`src/rtl/acs_pkg.sv`:
```
// Constants, types and helpers shared by the conversion sequencer.
// Assumes one system clock and a single-cycle register port master.
package acs_pkg;

  // ----------------------------------------
  // Converter clock and timing
  // ----------------------------------------
  localparam int unsigned SYS_DIV = 8;
  localparam logic [2:0] DIV_LAST = 3'(SYS_DIV - 1);
  localparam logic [4:0] SETTLE_CYC = 5'h10;

  // ----------------------------------------
  // Resolution codes: bits = code + 7
  // ----------------------------------------
  localparam logic [2:0] RES_CODE_MAX = 3'h5;
  localparam logic [2:0] RES_CODE_RST = 3'h5;
  localparam logic [12:0] RATE_BASE = 13'h0080;

  // ----------------------------------------
  // Multiplexer channels
  // ----------------------------------------
  localparam logic [1:0] CH_IN0 = 2'h0;
  localparam logic [1:0] CH_IN1 = 2'h1;
  localparam logic [1:0] CH_TEMP = 2'h2;
  localparam logic [1:0] CH_SUPPLY = 2'h3;
  localparam int unsigned N_CHAN = 4;

  // ----------------------------------------
  // Register map and fields
  // ----------------------------------------
  localparam logic [7:0] A_CTRL = 8'h00;
  localparam logic [7:0] A_STAT = 8'h04;
  localparam logic [7:0] A_RES0 = 8'h08;
  localparam int unsigned CTRL_REQ_BIT = 0;
  localparam int unsigned CTRL_RES_LSB = 1;
  localparam int unsigned CTRL_DIFF_BIT = 4;
  localparam int unsigned STAT_BUSY_BIT = 0;
  localparam int unsigned STAT_CH_LSB = 1;
  localparam int unsigned STAT_DONE_BIT = 3;

  // ----------------------------------------
  // Types
  // ----------------------------------------
  typedef enum logic [1:0] {
    ST_IDLE   = 2'b00,
    ST_SETTLE = 2'b01,
    ST_DECIM  = 2'b11,
    ST_STORE  = 2'b10
  } acs_state_t;

  typedef struct packed {
    logic [7:0]  addr;
    logic [31:0] wdata;
    logic        wr;
    logic        rd;
  } acs_bus_req_t;

  typedef struct packed {
    logic [1:0]  chan;
    logic [11:0] data;
  } acs_result_t;

  // Decimation rate in converter periods
  function automatic logic [12:0] rate_of(input logic [2:0] code);
    rate_of = RATE_BASE << code;
  endfunction

endpackage

```
`src/rtl/acs_decim.sv`:
```
// Counting decimator for the one-bit modulator stream.
// Assumes mod_bit already synchronised and tick one cycle wide.
`timescale 1ns/100ps
module acs_decim (
  // Clock and reset
  input  wire logic        mclk,
  input  wire logic        rst_b,
  // Control
  input  wire logic        start,
  input  wire logic        tick,
  input  wire logic        mod_bit,
  input  wire logic [2:0]  res_code,
  input  wire logic        single_ended,
  // Result
  output logic             done,
  output logic [11:0]      value
);

  typedef struct packed {
    logic        busy;
    logic [12:0] left;
    logic [12:0] ones;
    logic        done;
    logic [11:0] value;
  } acs_dec_state_t;

  acs_dec_state_t r;
  acs_dec_state_t next_r;
  logic [12:0]    half;
  logic [12:0]    ones_now;
  logic signed [13:0] raw;

  always_comb begin
    next_r = r;
    next_r.done = 1'b0;
    half = acs_pkg::rate_of(res_code) >> 1;
    ones_now = r.ones + {12'h000, mod_bit};
    raw = $signed({1'b0, ones_now}) - $signed({1'b0, half});
    if (start) begin
      next_r.busy = 1'b1;
      next_r.left = acs_pkg::rate_of(res_code);
      next_r.ones = 13'h0000;
    end else if (r.busy && tick) begin
      next_r.ones = ones_now;
      next_r.left = r.left - 13'h0001;
      if (r.left == 13'h0001) begin
        next_r.busy = 1'b0;
        next_r.done = 1'b1;
        // Top code folds to half-1 so full scale reads 2047 at 12 bits
        if (raw >= $signed({1'b0, half})) begin
          next_r.value = 12'(half - 13'h0001);
        end else if (single_ended && raw < 14'sh0000) begin
          next_r.value = 12'h000;
        end else begin
          next_r.value = raw[11:0];
        end
      end
    end
  end

  always_ff @(posedge mclk or negedge rst_b) begin
    if (!rst_b) begin
      r <= '0;
    end else begin
      r <= next_r;
    end
  end

  assign done = r.done;
  assign value = r.value;

endmodule // acs_decim

```
`src/rtl/acs_seq.sv`:
```
// Conversion sequencer: register port, converter clock, channel
// walk, multiplexer settling and result store.
// Assumes the analog front end delivers a one-bit modulator stream
// on mod_bit, asynchronous to mclk.
//
// Implementation choices: the register addresses and strobed register access.
`timescale 1ns/100ps
module acs_seq (
  // Clock and reset
  input  wire logic                 mclk,
  input  wire logic                 rst_b,
  // Register port
  input  wire acs_pkg::acs_bus_req_t bus,
  output logic [31:0]               rdata,
  // Analog front end
  input  wire logic                 mod_bit,
  output logic [1:0]                mux_sel,
  output logic                      mux_diff,
  output logic                      ref_internal,
  output logic                      conv_active,
  // Result stream
  output logic                      res_valid,
  output acs_pkg::acs_result_t      res,
  output logic                      seq_done,
  output logic                      busy
);

  // ----------------------------------------
  // State
  // ----------------------------------------
  typedef struct packed {
    logic                sync1;
    logic                sync2;
    logic [2:0]          div;
    logic                tick;
    acs_pkg::acs_state_t state;
    logic [1:0]          chan;
    logic [1:0]          prev_chan;
    logic                prev_valid;
    logic [4:0]          settle;
    logic [2:0]          res_code;
    logic                diff;
    logic                busy;
    logic                seq_seen;
    logic                start;
    logic [3:0][11:0]    result;
    logic [31:0]         rdata;
    logic                res_valid;
    acs_pkg::acs_result_t res_out;
    logic                seq_done;
  } acs_top_state_t;

  acs_top_state_t r;
  acs_top_state_t next_r;
  logic           dec_done;
  logic [11:0]    dec_value;
  logic           single_ended;

  // ----------------------------------------
  // Helpers
  // ----------------------------------------
  // A fresh sequence always settles, since the mux may have moved
  function automatic logic needs_settle(
    input logic [1:0] ch,
    input logic [1:0] prev,
    input logic       pv
  );
    needs_settle = !pv || (ch != prev);
  endfunction

  // Differential mode folds both inputs into channel zero
  function automatic logic [1:0] next_chan(
    input logic [1:0] ch,
    input logic       dm
  );
    if (dm && ch == acs_pkg::CH_IN0) begin
      next_chan = acs_pkg::CH_TEMP;
    end else begin
      next_chan = ch + 2'h1;
    end
  endfunction

  function automatic logic [2:0] clamp_code(input logic [2:0] c);
    if (c > acs_pkg::RES_CODE_MAX) begin
      clamp_code = acs_pkg::RES_CODE_MAX;
    end else begin
      clamp_code = c;
    end
  endfunction

  assign single_ended = !(r.diff && r.chan == acs_pkg::CH_IN0);

  // ----------------------------------------
  // Decimator
  // ----------------------------------------
  acs_decim u_decim (
    .mclk         (mclk),
    .rst_b        (rst_b),
    .start        (r.start),
    .tick         (r.tick),
    .mod_bit      (r.sync2),
    .res_code     (r.res_code),
    .single_ended (single_ended),
    .done         (dec_done),
    .value        (dec_value)
  );

  // ----------------------------------------
  // Next state
  // ----------------------------------------
  always_comb begin
    next_r = r;
    next_r.sync1 = mod_bit;
    next_r.sync2 = r.sync1;
    next_r.start = 1'b0;
    next_r.res_valid = 1'b0;
    next_r.seq_done = 1'b0;
    next_r.rdata = 32'h0000_0000;

    // Converter clock as a one-cycle tick every eighth edge
    next_r.tick = 1'b0;
    next_r.div = r.div + 3'h1;
    if (r.div == acs_pkg::DIV_LAST) begin
      next_r.div = 3'h0;
      next_r.tick = 1'b1;
    end

    // Configuration and request; ignored while a sequence runs
    if (bus.wr && bus.addr == acs_pkg::A_CTRL && !r.busy) begin
      next_r.res_code = clamp_code(
        bus.wdata[acs_pkg::CTRL_RES_LSB +: 3]);
      next_r.diff = bus.wdata[acs_pkg::CTRL_DIFF_BIT];
      if (bus.wdata[acs_pkg::CTRL_REQ_BIT]) begin
        next_r.busy = 1'b1;
        next_r.seq_seen = 1'b0;
        next_r.chan = acs_pkg::CH_IN0;
        next_r.prev_valid = 1'b0;
        next_r.state = acs_pkg::ST_SETTLE;
        next_r.settle = acs_pkg::SETTLE_CYC;
      end
    end

    // Sequence walk
    case (r.state)
      acs_pkg::ST_IDLE: begin
        // Request above arms the walk; copying settle back here would lose it
      end
      acs_pkg::ST_SETTLE: begin
        if (r.tick) begin
          if (r.settle == 5'h01) begin
            next_r.state = acs_pkg::ST_DECIM;
            next_r.start = 1'b1;
          end else begin
            next_r.settle = r.settle - 5'h01;
          end
        end
      end
      acs_pkg::ST_DECIM: begin
        if (dec_done) begin
          next_r.result[r.chan] = dec_value;
          next_r.res_out.chan = r.chan;
          next_r.res_out.data = dec_value;
          next_r.res_valid = 1'b1;
          next_r.prev_chan = r.chan;
          next_r.prev_valid = 1'b1;
          next_r.state = acs_pkg::ST_STORE;
        end
      end
      acs_pkg::ST_STORE: begin
        if (r.chan == acs_pkg::CH_SUPPLY) begin
          next_r.state = acs_pkg::ST_IDLE;
          next_r.busy = 1'b0;
          next_r.seq_done = 1'b1;
          next_r.seq_seen = 1'b1;
        end else begin
          next_r.chan = next_chan(r.chan, r.diff);
          if (needs_settle(next_chan(r.chan, r.diff),
                           r.prev_chan, r.prev_valid)) begin
            next_r.state = acs_pkg::ST_SETTLE;
            next_r.settle = acs_pkg::SETTLE_CYC;
          end else begin
            next_r.state = acs_pkg::ST_DECIM;
            next_r.start = 1'b1;
          end
        end
      end
      default: begin
        next_r.state = acs_pkg::ST_IDLE;
        next_r.busy = 1'b0;
      end
    endcase

    // Register reads; unmapped addresses return zero
    if (bus.rd) begin
      if (bus.addr == acs_pkg::A_CTRL) begin
        next_r.rdata[acs_pkg::CTRL_RES_LSB +: 3] = r.res_code;
        next_r.rdata[acs_pkg::CTRL_DIFF_BIT] = r.diff;
      end else if (bus.addr == acs_pkg::A_STAT) begin
        next_r.rdata[acs_pkg::STAT_BUSY_BIT] = r.busy;
        next_r.rdata[acs_pkg::STAT_CH_LSB +: 2] = r.chan;
        next_r.rdata[acs_pkg::STAT_DONE_BIT] = r.seq_seen;
      end
      for (int i = 0; i < acs_pkg::N_CHAN; i++) begin
        if (bus.addr == acs_pkg::A_RES0 + 8'(4 * i)) begin
          // Sign-extend so software reads a signed 32-bit word
          next_r.rdata = {{20{r.result[i][11]}}, r.result[i]};
        end
      end
    end
  end

  // ----------------------------------------
  // Registers
  // ----------------------------------------
  always_ff @(posedge mclk or negedge rst_b) begin
    if (!rst_b) begin
      r <= '0;
      r.state <= acs_pkg::ST_IDLE;
      r.res_code <= acs_pkg::RES_CODE_RST;
    end else begin
      r <= next_r;
    end
  end

  // ----------------------------------------
  // Outputs
  // ----------------------------------------
  assign rdata = r.rdata;
  assign mux_sel = r.chan;
  assign mux_diff = r.diff && r.chan == acs_pkg::CH_IN0;
  assign ref_internal = single_ended;
  assign conv_active = r.state == acs_pkg::ST_DECIM;
  assign res_valid = r.res_valid;
  assign res = r.res_out;
  assign seq_done = r.seq_done;
  assign busy = r.busy;

endmodule // acs_seq

```
`config.mk`:
```
export PLATFORM = sky130hd
export DESIGN_NAME = acs_seq
export DESIGN_NICKNAME = d
export VERILOG_FILES = /design/src/rtl/acs_pkg.sv /design/src/rtl/acs_decim.sv /design/src/rtl/acs_seq.sv
export SDC_FILE = /design/constraint.sdc
export NUM_CORES = 1
export LEC_CHECK = 0
export BUFFER_PORTS_ARGS = -buffer_cell sky130_fd_sc_hd__buf_2
export CAP_MARGIN = 25
export CORE_AREA = 2 2 138 140
export CTS_CLUSTER_DIAMETER = 100
export CTS_CLUSTER_SIZE = 20
export DETAILED_ROUTE_END_ITERATION = 8
export DIE_AREA = 0 0 140 142
export GPL_TIMING_DRIVEN = 1
export SYNTH_ARGS = -nofsm -noshare
export SYNTH_HDL_FRONTEND = slang
export SYNTH_SLANG_ARGS = --single-unit
```
`constraint.sdc`:
```
create_clock -name mclk -period 11.8 [get_ports mclk]
set_clock_uncertainty 0.2 [all_clocks]
set_input_delay 0.59 -clock mclk [delete_from_list [all_inputs] [get_ports mclk]]
set_output_delay 0.59 -clock mclk [all_outputs]
set_load 0.02 [all_outputs]
```
After elaboration in Yosys (flattened, before gate mapping)
Cells that the tools add are included.
{"block": "op_classes", "reduce_logical": 17, "order_cmp": 5, "add_sub_neg": 7, "bitwise_logic": 1, "muxes": 55, "eq_ne": 13, "shift": 1}
{"operator": "$mux W32", "n": 5}
{"operator": "$bwmux W48", "n": 1}
{"operator": "$mux W12", "n": 4}
{"operator": "$mux W40", "n": 1}
{"operator": "$mux W15", "n": 2}
{"operator": "$mux W27", "n": 1}
{"operator": "$mux W13", "n": 2}
{"operator": "$mux W2", "n": 13}
{"operator": "$demux W12 S2", "n": 1}
{"operator": "$mux W5", "n": 4}
{"operator": "$eq A8 B4 Y1 const B", "n": 2}
{"operator": "$eq A8 B5 Y1 const B", "n": 2}
{"operator": "$mux W4", "n": 4}
{"operator": "$ge A14 B13 Y1", "n": 1}
{"operator": "$lt A14 B1 Y1 const B", "n": 1}
{"operator": "$sub A13 B12 Y14", "n": 1}
{"operator": "$add A13 B1 Y13", "n": 1}
{"operator": "$eq A13 B1 Y1 const B", "n": 1}
{"operator": "$shl A8 B3 Y13 const A", "n": 1}
{"operator": "$sub A13 B1 Y13 const B", "n": 1}
{"operator": "$sub A12 B1 Y12 const B", "n": 1}
{"operator": "$mux W1", "n": 11}
{"operator": "$pmux W5 S2", "n": 1}
{"operator": "$eq A8 B3 Y1 const B", "n": 1}
{"operator": "24 further kinds", "n": 36}
{"block": "word_totals", "output_inout_bits": 54, "regBits": 159, "word_cells": 126, "in_bits": 45}

Depth between registers and ports, before layout
Gate-level depths: netlist (run 1).
{"block": "logic_depth", "ltp_word": 10, "ltp_mapped": 20, "mapped_depth_nobuf": 18}

Modules after synthesis
Synthesis (run 1) repeated with hierarchy kept, for this count alone.
{"block": "hier_totals", "hier_cells": 732, "area_unflattened_um2": 7659.8}
{"mod": "acs_seq", "seq_area_each_um2": 2479.9, "area_per_inst_um2": 4951.0, "cells_each": 431, "n_inst": 1}
{"mod": "acs_decim", "seq_area_each_um2": 1001.0, "area_per_inst_um2": 2708.8, "cells_each": 301, "n_inst": 1}

Worst setup path after synthesis (run 1)
No wires, ideal clock.
{"block": "synth_path", "kind": "flip-flop to flip-flop", "from": "reg u_decim.r[13] in the netlist's numbering", "to": "reg u_decim.r, in the netlist u_decim.value[6]", "path_stages_with_launch": 20, "t_required_ns": 11.518, "setup_slack_ns": 7.331, "setup_time_ns": 0.082, "period_less_slack_ns": 4.469, "t_arrival_ns": 4.187, "path_buffers": 1, "path_cell_list": "dfrtp_1 -> ha_1 -> ha_1 -> and3_1 -> buf_4 -> nand3_1 -> xnor2_1 -> ha_1 -> o21a_1 -> o211ai_1 -> nand2_1 -> a211o_1 -> and2_1 -> ha_1 -> a2111oi_2 -> o21ai_1 -> and2_1 -> maj3_2 -> or3b_1 -> a31oi_1"}
{"block": "synth_between", "elab_chain_cells": 6, "elab_cells_between_ends": 7, "cone_classes": "add/sub: 2; order compare: 2; mux: 2; reduce/logical: 1"}
{"element": "from (decl)", "line_no": "acs_decim.sv:27", "source": "acs_dec_state_t r;"}
{"element": "from (signal assigned)", "line_no": "acs_decim.sv:65", "source": "r <= next_r;"}
{"element": "$add A13 B1 Y13 *", "line_no": "acs_decim.sv:37", "source": "ones_now = r.ones + {12'h000, mod_bit};"}
{"element": "$sub A13 B12 Y14 *", "line_no": "acs_decim.sv:38", "source": "raw = $signed({1'b0, ones_now}) - $signed({1'b0, half});"}
{"element": "$lt A14 B1 Y1", "line_no": "acs_decim.sv:52", "source": "end else if (single_ended && raw < 14'sh0000) begin"}
{"element": "$logic_and A1 B1 Y1", "line_no": "acs_decim.sv:52"}
{"element": "$mux W12", "line_no": "acs_decim.sv:52"}
{"element": "$mux W12 *", "line_no": "acs_decim.sv:50", "source": "if (raw >= $signed({1'b0, half})) begin"}
Mark *: on every way between the ends. The rest lies on a longest branch, timed or not.
A chain may end at the register's enable or synchronous reset.

Worst setup path after layout (run 1)
Ends and elaborated chain as after synthesis.

==> metrics.yaml, run 1 <==
outcome: "complete, but fails checks"
violations: "design-rule violations"
tightest_slew_ns: 0.8096
drt_iter0_drc: 354
place.detailed.hpwl_mm: 10.23
cts_sinks: 139
worstSetupPathType: "register to register"
timing.final.crit_period_ns: 4.925
worstHoldPathType: "input port to register"
yosysTopAreaCellShare: 0.4754
cp_max_fo: 17
layout.cells.most_common: "dfrtp_1"
final_nets: 799
arrival_ns: 5.07
clock_path_buffers: 2
yosys_warnings: 0
synth_nets: 779
endpoint_kind: "register"
grtUsageTotal: 0.1612
required_ns: 11.94
overflow: 0
async_reset_ff_frac: 1.000
setup_viol: 0
syn_inst: 705
synth_cell_type_count: 62
htreeDepth: 4
start_kind: "register"
grt_antenna_before_repair: 0
grt_pass1_vias: 4702
cts_tree: "built"
start_util: 0.3907
area_growth_pct: 11.94
cap_violations: 0
clk_pin_slew_ns: 0.06
synth.area.top_cells: "dfrtp_1, mux2_2, nand2_1, buf_4, ha_1"
ys.flop_type: "dfrtp_1"
rsz0062_at_grt: "no"
cts_buffers: 17
syn_area_per_cell_sq_um: 10.23
dieArea_sq_mm: 0.01988
firstDrtPassIters: 8
postPlaceCellArea_sq_mm: 0.007406
numPortBuffers: 71
timing.fmax_ghz: 0.2031
core-area_sq_mm: 0.01846
grt_max_degree: 84
gp_congestion: 0.7775
hold_viol: 0
wl_per_cell_um: 15.52
drcViolationCount: 11
max_slew_margin: 0.4603
clk_latency_ns: 0.42
synth_top_area_cell: "dfrtp_1"
routed_wl_mm: 15.06
cts_resized: 0
row_count: 50
stdcell_area_sq_mm: 0.008071
grt_pass1_wl_mm: 24.80
ys_seq_area_frac: 0.4827
most-common-layout-cells: "dfrtp_1, nand2_1, buf_2"
vdd.ir_drop.worst_uv: 113.1
post-route-period-util: 0.4174
final_antenna_net_count: 0
synth_area_sq_mm: 0.007211
antenna_cells: 0
cts-root-buf: "clkbuf_16"
total_power_mw: 1.279
synth_seq_cells: 139
finish.utilization: 0.4374
viasPerCell: 5.121
multi_input_area_sq_mm: 0.003158
leakagePower_nw: 3.913
io_pins: 99
n_fill_cell: 1754
die_h_um: 142
p_per_area_mw_per_mm2: 158.4
regArea_sq_mm: 0.003481
drive_gt1_frac: 0.2133
die_w_um: 140
setup_tns_ns: 0
vias: 4967
drv_slew: 0
synth_edf_count: 0
==> state kept, by name, indices dropped and copies added (netlist names) <==
name and count:
r 67, u_decim.r 27, res 14, rdata 12, u_decim.value 12, mux_sel 2
busy 1, next_r 1, res_valid 1, seq_done 1, u_decim.done 1
==> cell usage after synthesis (2+ instances only) <==
library cell,instances
o21ai_0,34
a21boi_0,4
nand3_1,14
dfrtp_1,137
mux2_1,2
o211ai_1,6
and2_1,5
clkbuf_1,19
or4_4,2
buf_6,2
xor2_1,20
a22oi_1,7
dfstp_2,2
nor4_1,3
nand2_1,106
a21oi_1,22
nor2b_1,3
inv_1,19
a21boi_1,8
o31ai_1,3
o311ai_0,2
xnor2_1,19
nand3b_1,5
mux2_2,37
buf_4,49
a222oi_1,7
nor4_4,2
o22ai_1,5
a31oi_1,7
nand2b_1,7
buf_2,7
and3_1,5
nand4_1,2
mux2i_1,5
ha_1,29
a211o_1,2
nor2_1,53
o21a_1,2
or3_1,4
o21ai_1,3
nor3_1,14
==> final timing paths <==
kind	cells after the start	end	slack, ns	start
min	1	next_r[119]	0.08	mod_bit
max	18	u_decim.value[6]	6.88	u_decim.r[13]
max in group asynchronous	4	u_decim.r[13]	9.92	rst_b
min in group asynchronous	2	rdata[4]	0.50	rst_b
max reg2reg	18	u_decim.value[6]	6.88	u_decim.r[13]
min reg2reg	0	r[119]	0.15	next_r[119]
==> cell families after synthesis <==
| logic type | count (synthesis) | share of synthesized area |
|---|---|---|
| adder cells (fa/ha/maj) | 30 | 0.05188 |
| flip-flops | 139 | 0.4827 |
| AO/OA/AOI/OAI | 119 | 0.1064 |
| multiplexers | 45 | 0.07097 |
| XOR/XNOR | 40 | 0.05119 |
| AND/OR/NAND/NOR | 235 | 0.1576 |
| buffers and inverters | 97 | 0.07930 |
==> metal layers <==
metal / track usage / vias up / wire (um)
li1: - / 2436 / -
met1: 0.2145 / 2412 / 7204
met2: 0.2585 / 105 / 7076
met3: 0.04307 / 14 / 613
met4: 0.05157 / 0 / 164
met5: 0 / - / 0
==> worst max-delay path, cell delays in order (launching register included) <==
cell	delay [ns]
dfrtp_1	0.34
ha_1	0.17
ha_1	0.19
and3_1	0.37
nand3_1	0.18
xnor2_1	0.16
ha_1	0.32
o21a_1	0.22
o211ai_1	0.26
nand2_1	0.13
a211o_1	0.32
and2_1	0.16
ha_1	0.19
a2111oi_2	0.33
o21ai_1	0.17
and2_1	0.17
maj3_2	0.42
or3b_1	0.38
a31oi_1	0.16
==> final cells by class <==
| class | count | share of cell area |
|---|---|---|
| Inverter | 20 | 0.009301 |
| Clock buffer | 19 | 0.05364 |
| Multi-Input combinational cell | 469 | 0.3913 |
| Clock inverter | 11 | 0.02418 |
| Tap cell | 234 | 0.03627 |
| Sequential cell | 139 | 0.4313 |
| Timing Repair Buffer | 78 | 0.05410 |
==> what timing repair did <==
item                                   CTS  global route
setup buffers                            0             0
setup endpoints to repair                0             0
endpoints found under the hold margin   54             0
hold buffers                             1             0
==> through the flow <==
step,setup WS [ns],instances,hold WS [ns]
2_1_floorplan,7.331,705,0.09441
3_3_place_gp,6.920,938,0.1325
3_5_place_dp,6.873,938,0.1362
4_1_cts,6.850,969,0.05721
5_1_grt,6.552,970,0.05655
6_report,6.875,970,0.07883
==> report_power, final <==
group / total [mW] / leakage, nW / switching (mW) / internal, mW
sequential: 0.539 / 1.90 / 0.0344 / 0.504
combinational: 0.166 / 1.70 / 0.0946 / 0.0709
clock: 0.574 / 0.307 / 0.201 / 0.373
total: 1.28 / 3.91 / 0.330 / 0.948
No activity file was read; power rests on OpenSTA's default activity.
==> run 2: changes to the inputs <==
==> constraint.sdc (replaced) <==
create_clock -name mclk -period 4.5 [get_ports mclk]
set_clock_uncertainty 0.2 [all_clocks]
set_input_delay 0.225 -clock mclk [delete_from_list [all_inputs] [get_ports mclk]]
set_output_delay 0.225 -clock mclk [all_outputs]
set_load 0.02 [all_outputs]
==> metrics.yaml, run 2 (synthesized netlist as in run 1, its figures left out) <==
firstDrtPassIters: 7  # was 8
timing.fmax_ghz: 0.2331  # was 0.2031 GHz
crit_top_cell: "ha_4"  # was ha_1
post-route-period-util: 0.9533  # was 0.4174
timing.final.crit_period_ns: 4.290  # was 4.925 ns
largest_reg_flops: 67  # unchanged
layout.cells.most_common: "dfrtp_1"  # unchanged
die_w_um: 140  # unchanged
overflow: 0  # unchanged
min_path_cells: 4  # was 1
max_stage_delay_ns: 0.39  # was 0.42 ns
most-common-layout-cells: "dfrtp_1, nand2_1, buf_2"  # unchanged
cts_tree: "built"  # unchanged
grtUsageTotal: 0.1634  # was 0.1612
gp_congestion: 0.8152  # was 0.7775
row_count: 50  # unchanged
crit_chain: "ha_4 -> ha_4 -> and3_4 -> nand3_4 -> xnor2_2 -> ha_1 -> o21a_1 -> buf_4 -> o21ai_1 -> nand2b_1 -> xor2_2 -> ha_4 -> a2111oi_4 -> o21ai_1 -> and2_1 -> maj3_2 -> or3b_1 -> a31oi_1"  # was ha_1 -> ha_1 -> and3_1 -> nand3_1 -> xnor2_1 -> ha_1 -> o21a_1 -> o211ai_1 -> nand2_1 -> a211o_1 -> and2_1 -> ha_1 -> a2111oi_2 -> o21ai_1 -> and2_1 -> maj3_2 -> or3b_1 -> a31oi_1
grt_antenna_before_repair: 0  # unchanged
grt_max_degree: 112  # was 84
clk_pin_slew_ns: 0.06  # about the same
regArea_sq_mm: 0.003481  # unchanged
tightest_slew_ns: 0.8121  # was 0.8096 ns
cts_sinks: 139  # unchanged
clk_latency_ns: 0.43  # was 0.42 ns
endpoint_kind: "register"  # unchanged
r2r_cells: 18  # unchanged
cts_buffers: 17  # unchanged
numPortBuffers: 71  # unchanged
htreeDepth: 4  # unchanged
min_to: "busy"  # was next_r[119]
area_growth_pct: 16.03  # was 11.94%
drcViolationCount: 11  # unchanged
die_h_um: 142  # unchanged
max_slew_margin: 0.4586  # was 0.4603
violations: "design-rule violations"  # unchanged
leakagePower_nw: 4.030  # was 3.913 nW
required_ns: 4.65  # was 11.94 ns
hold_start: "bus[37]"  # was mod_bit
postPlaceCellArea_sq_mm: 0.007503  # was 0.007406 sq mm
vias: 5107  # was 4,967
stdcell_area_sq_mm: 0.008367  # was 0.008071 sq mm
reg2reg_from: "r[119]"  # was u_decim.r[13]
multi_input_area_sq_mm: 0.003264  # was 0.003158 sq mm
reg2reg_to: "u_decim.value[6]"  # unchanged
worstSetupPathType: "register to register"  # unchanged
drv_slew: 0  # unchanged
worstHoldPathType: "input port to register"  # unchanged
dieArea_sq_mm: 0.01988  # unchanged
n_fill_cell: 1738  # was 1,754
routed_wl_mm: 15.62  # was 15.06 mm
final_antenna_net_count: 0  # unchanged
drt_iter0_drc: 274  # was 354
core-area_sq_mm: 0.01846  # unchanged
dp_slack_ns: 0.02113  # was 6.873 ns
cts-root-buf: "clkbuf_16"  # unchanged
outcome: "complete, but fails checks"  # unchanged
hold_viol: 0  # unchanged
drive_gt1_frac: 0.2513  # was 0.2133
viasPerCell: 5.117  # was 5.121
antenna_cells: 0  # unchanged
arrival_ns: 4.44  # was 5.07 ns
regMostFlops: "r"  # unchanged
vdd.ir_drop.worst_uv: 237.9  # was 113.1 uV
setup_viol: 0  # unchanged
grt_pass1_vias: 4891  # was 4,702
wl_per_cell_um: 15.65  # was 15.52 um
clock_path_buffers: 2  # unchanged
total_power_mw: 3.286  # was 1.279 mW
start_kind: "register"  # unchanged
slowest_stage: "dfrtp_1"  # was maj3_2
start_util: 0.3907  # unchanged
place.detailed.hpwl_mm: 10.55  # was 10.23 mm
io_pins: 99  # unchanged
p_per_area_mw_per_mm2: 392.7  # was 158.4 mW/mm^2
cap_violations: 0  # unchanged
grt_pass1_wl_mm: 25.50  # was 24.80 mm
setup_ws_ns: 0.2101  # was 6.875 ns
regToRegSetupSlack_ns: 0.21  # was 6.88 ns
cp_max_fo: 6  # was 17
final_nets: 825  # was 799
## run 2: cell count changes in the layout (fill, tap and decap cells not counted), sizes merged
cell / delta
buf: +18
bufinv: -4
clkbuf: -2
clkinv: -4
clkinvlp: +1
dlygate4sd3: +8
inv: +11
## run 2: what timing repair did
| item | in CTS | in global routing |
|---|---|---|
| pin swaps | 2 | 14 |
| resized for setup | 0 | 19 |
| hold buffers | 9 | 0 |
| setup endpoints to repair | 2 | 12 |
| buffers inserted | 2 | 5 |
| hold endpoints to repair | 126 | 0 |
## run 2: metal layers
metal,global-route usage,routed length [um]
met3,0.03297,580
met2,0.2639,7461
met4,0.05901,147
met1,0.2201,7428
met5,0,0
## run 2: power breakdown
part	switching (mW)	internal, mW
clock	0.613	0.795
combinational	0.257	0.210
sequential	0.0900	1.32
## run 2: worst max-delay path by stage
stage,startpoint,end,cells after the start
after floorplan,u_decim.r[13],u_decim.value[6],19
after global placement,u_decim.r[13],u_decim.value[6],18
after detailed placement,u_decim.r[13],u_decim.value[7],19
after CTS,u_decim.r[13],u_decim.value[7],19
after global routing,u_decim.r[13],u_decim.value[6],18
final,r[119],u_decim.value[6],18
## run 2: final cells by class
type	count	area share
Clock buffer	17	0.05084
Timing Repair Buffer	104	0.07881
Inverter	20	0.008973
Clock inverter	15	0.02019
Tap cell	234	0.03499
Multi-Input combinational cell	469	0.3902
Sequential cell	139	0.4160
## run 2: worst max-delay path: cells and delay by family, from the launching register on
kind / cells / cell delay (ns)
adders and majority gates: 5 / 1.19
and+or+nand+nor: 5 / 0.98
AOI/OAI and AO/OA: 5 / 0.95
DFF: 1 / 0.39
xor gates and xnor gates: 2 / 0.37
buffers and inverters: 1 / 0.14
## run 2: metrics by stage
step	hold slack (ns)	cells	utilization	TNS, ns
5_1_grt	0.08840	998	0.4534	-0.02789
3_3_place_gp	0.1336	949	0.4058	0
2_1_floorplan	-0.2706	705	-	0
6_report	0.04929	998	0.4534	0
4_1_cts	0.04261	993	0.4445	0
3_5_place_dp	0.1378	950	0.4066	0
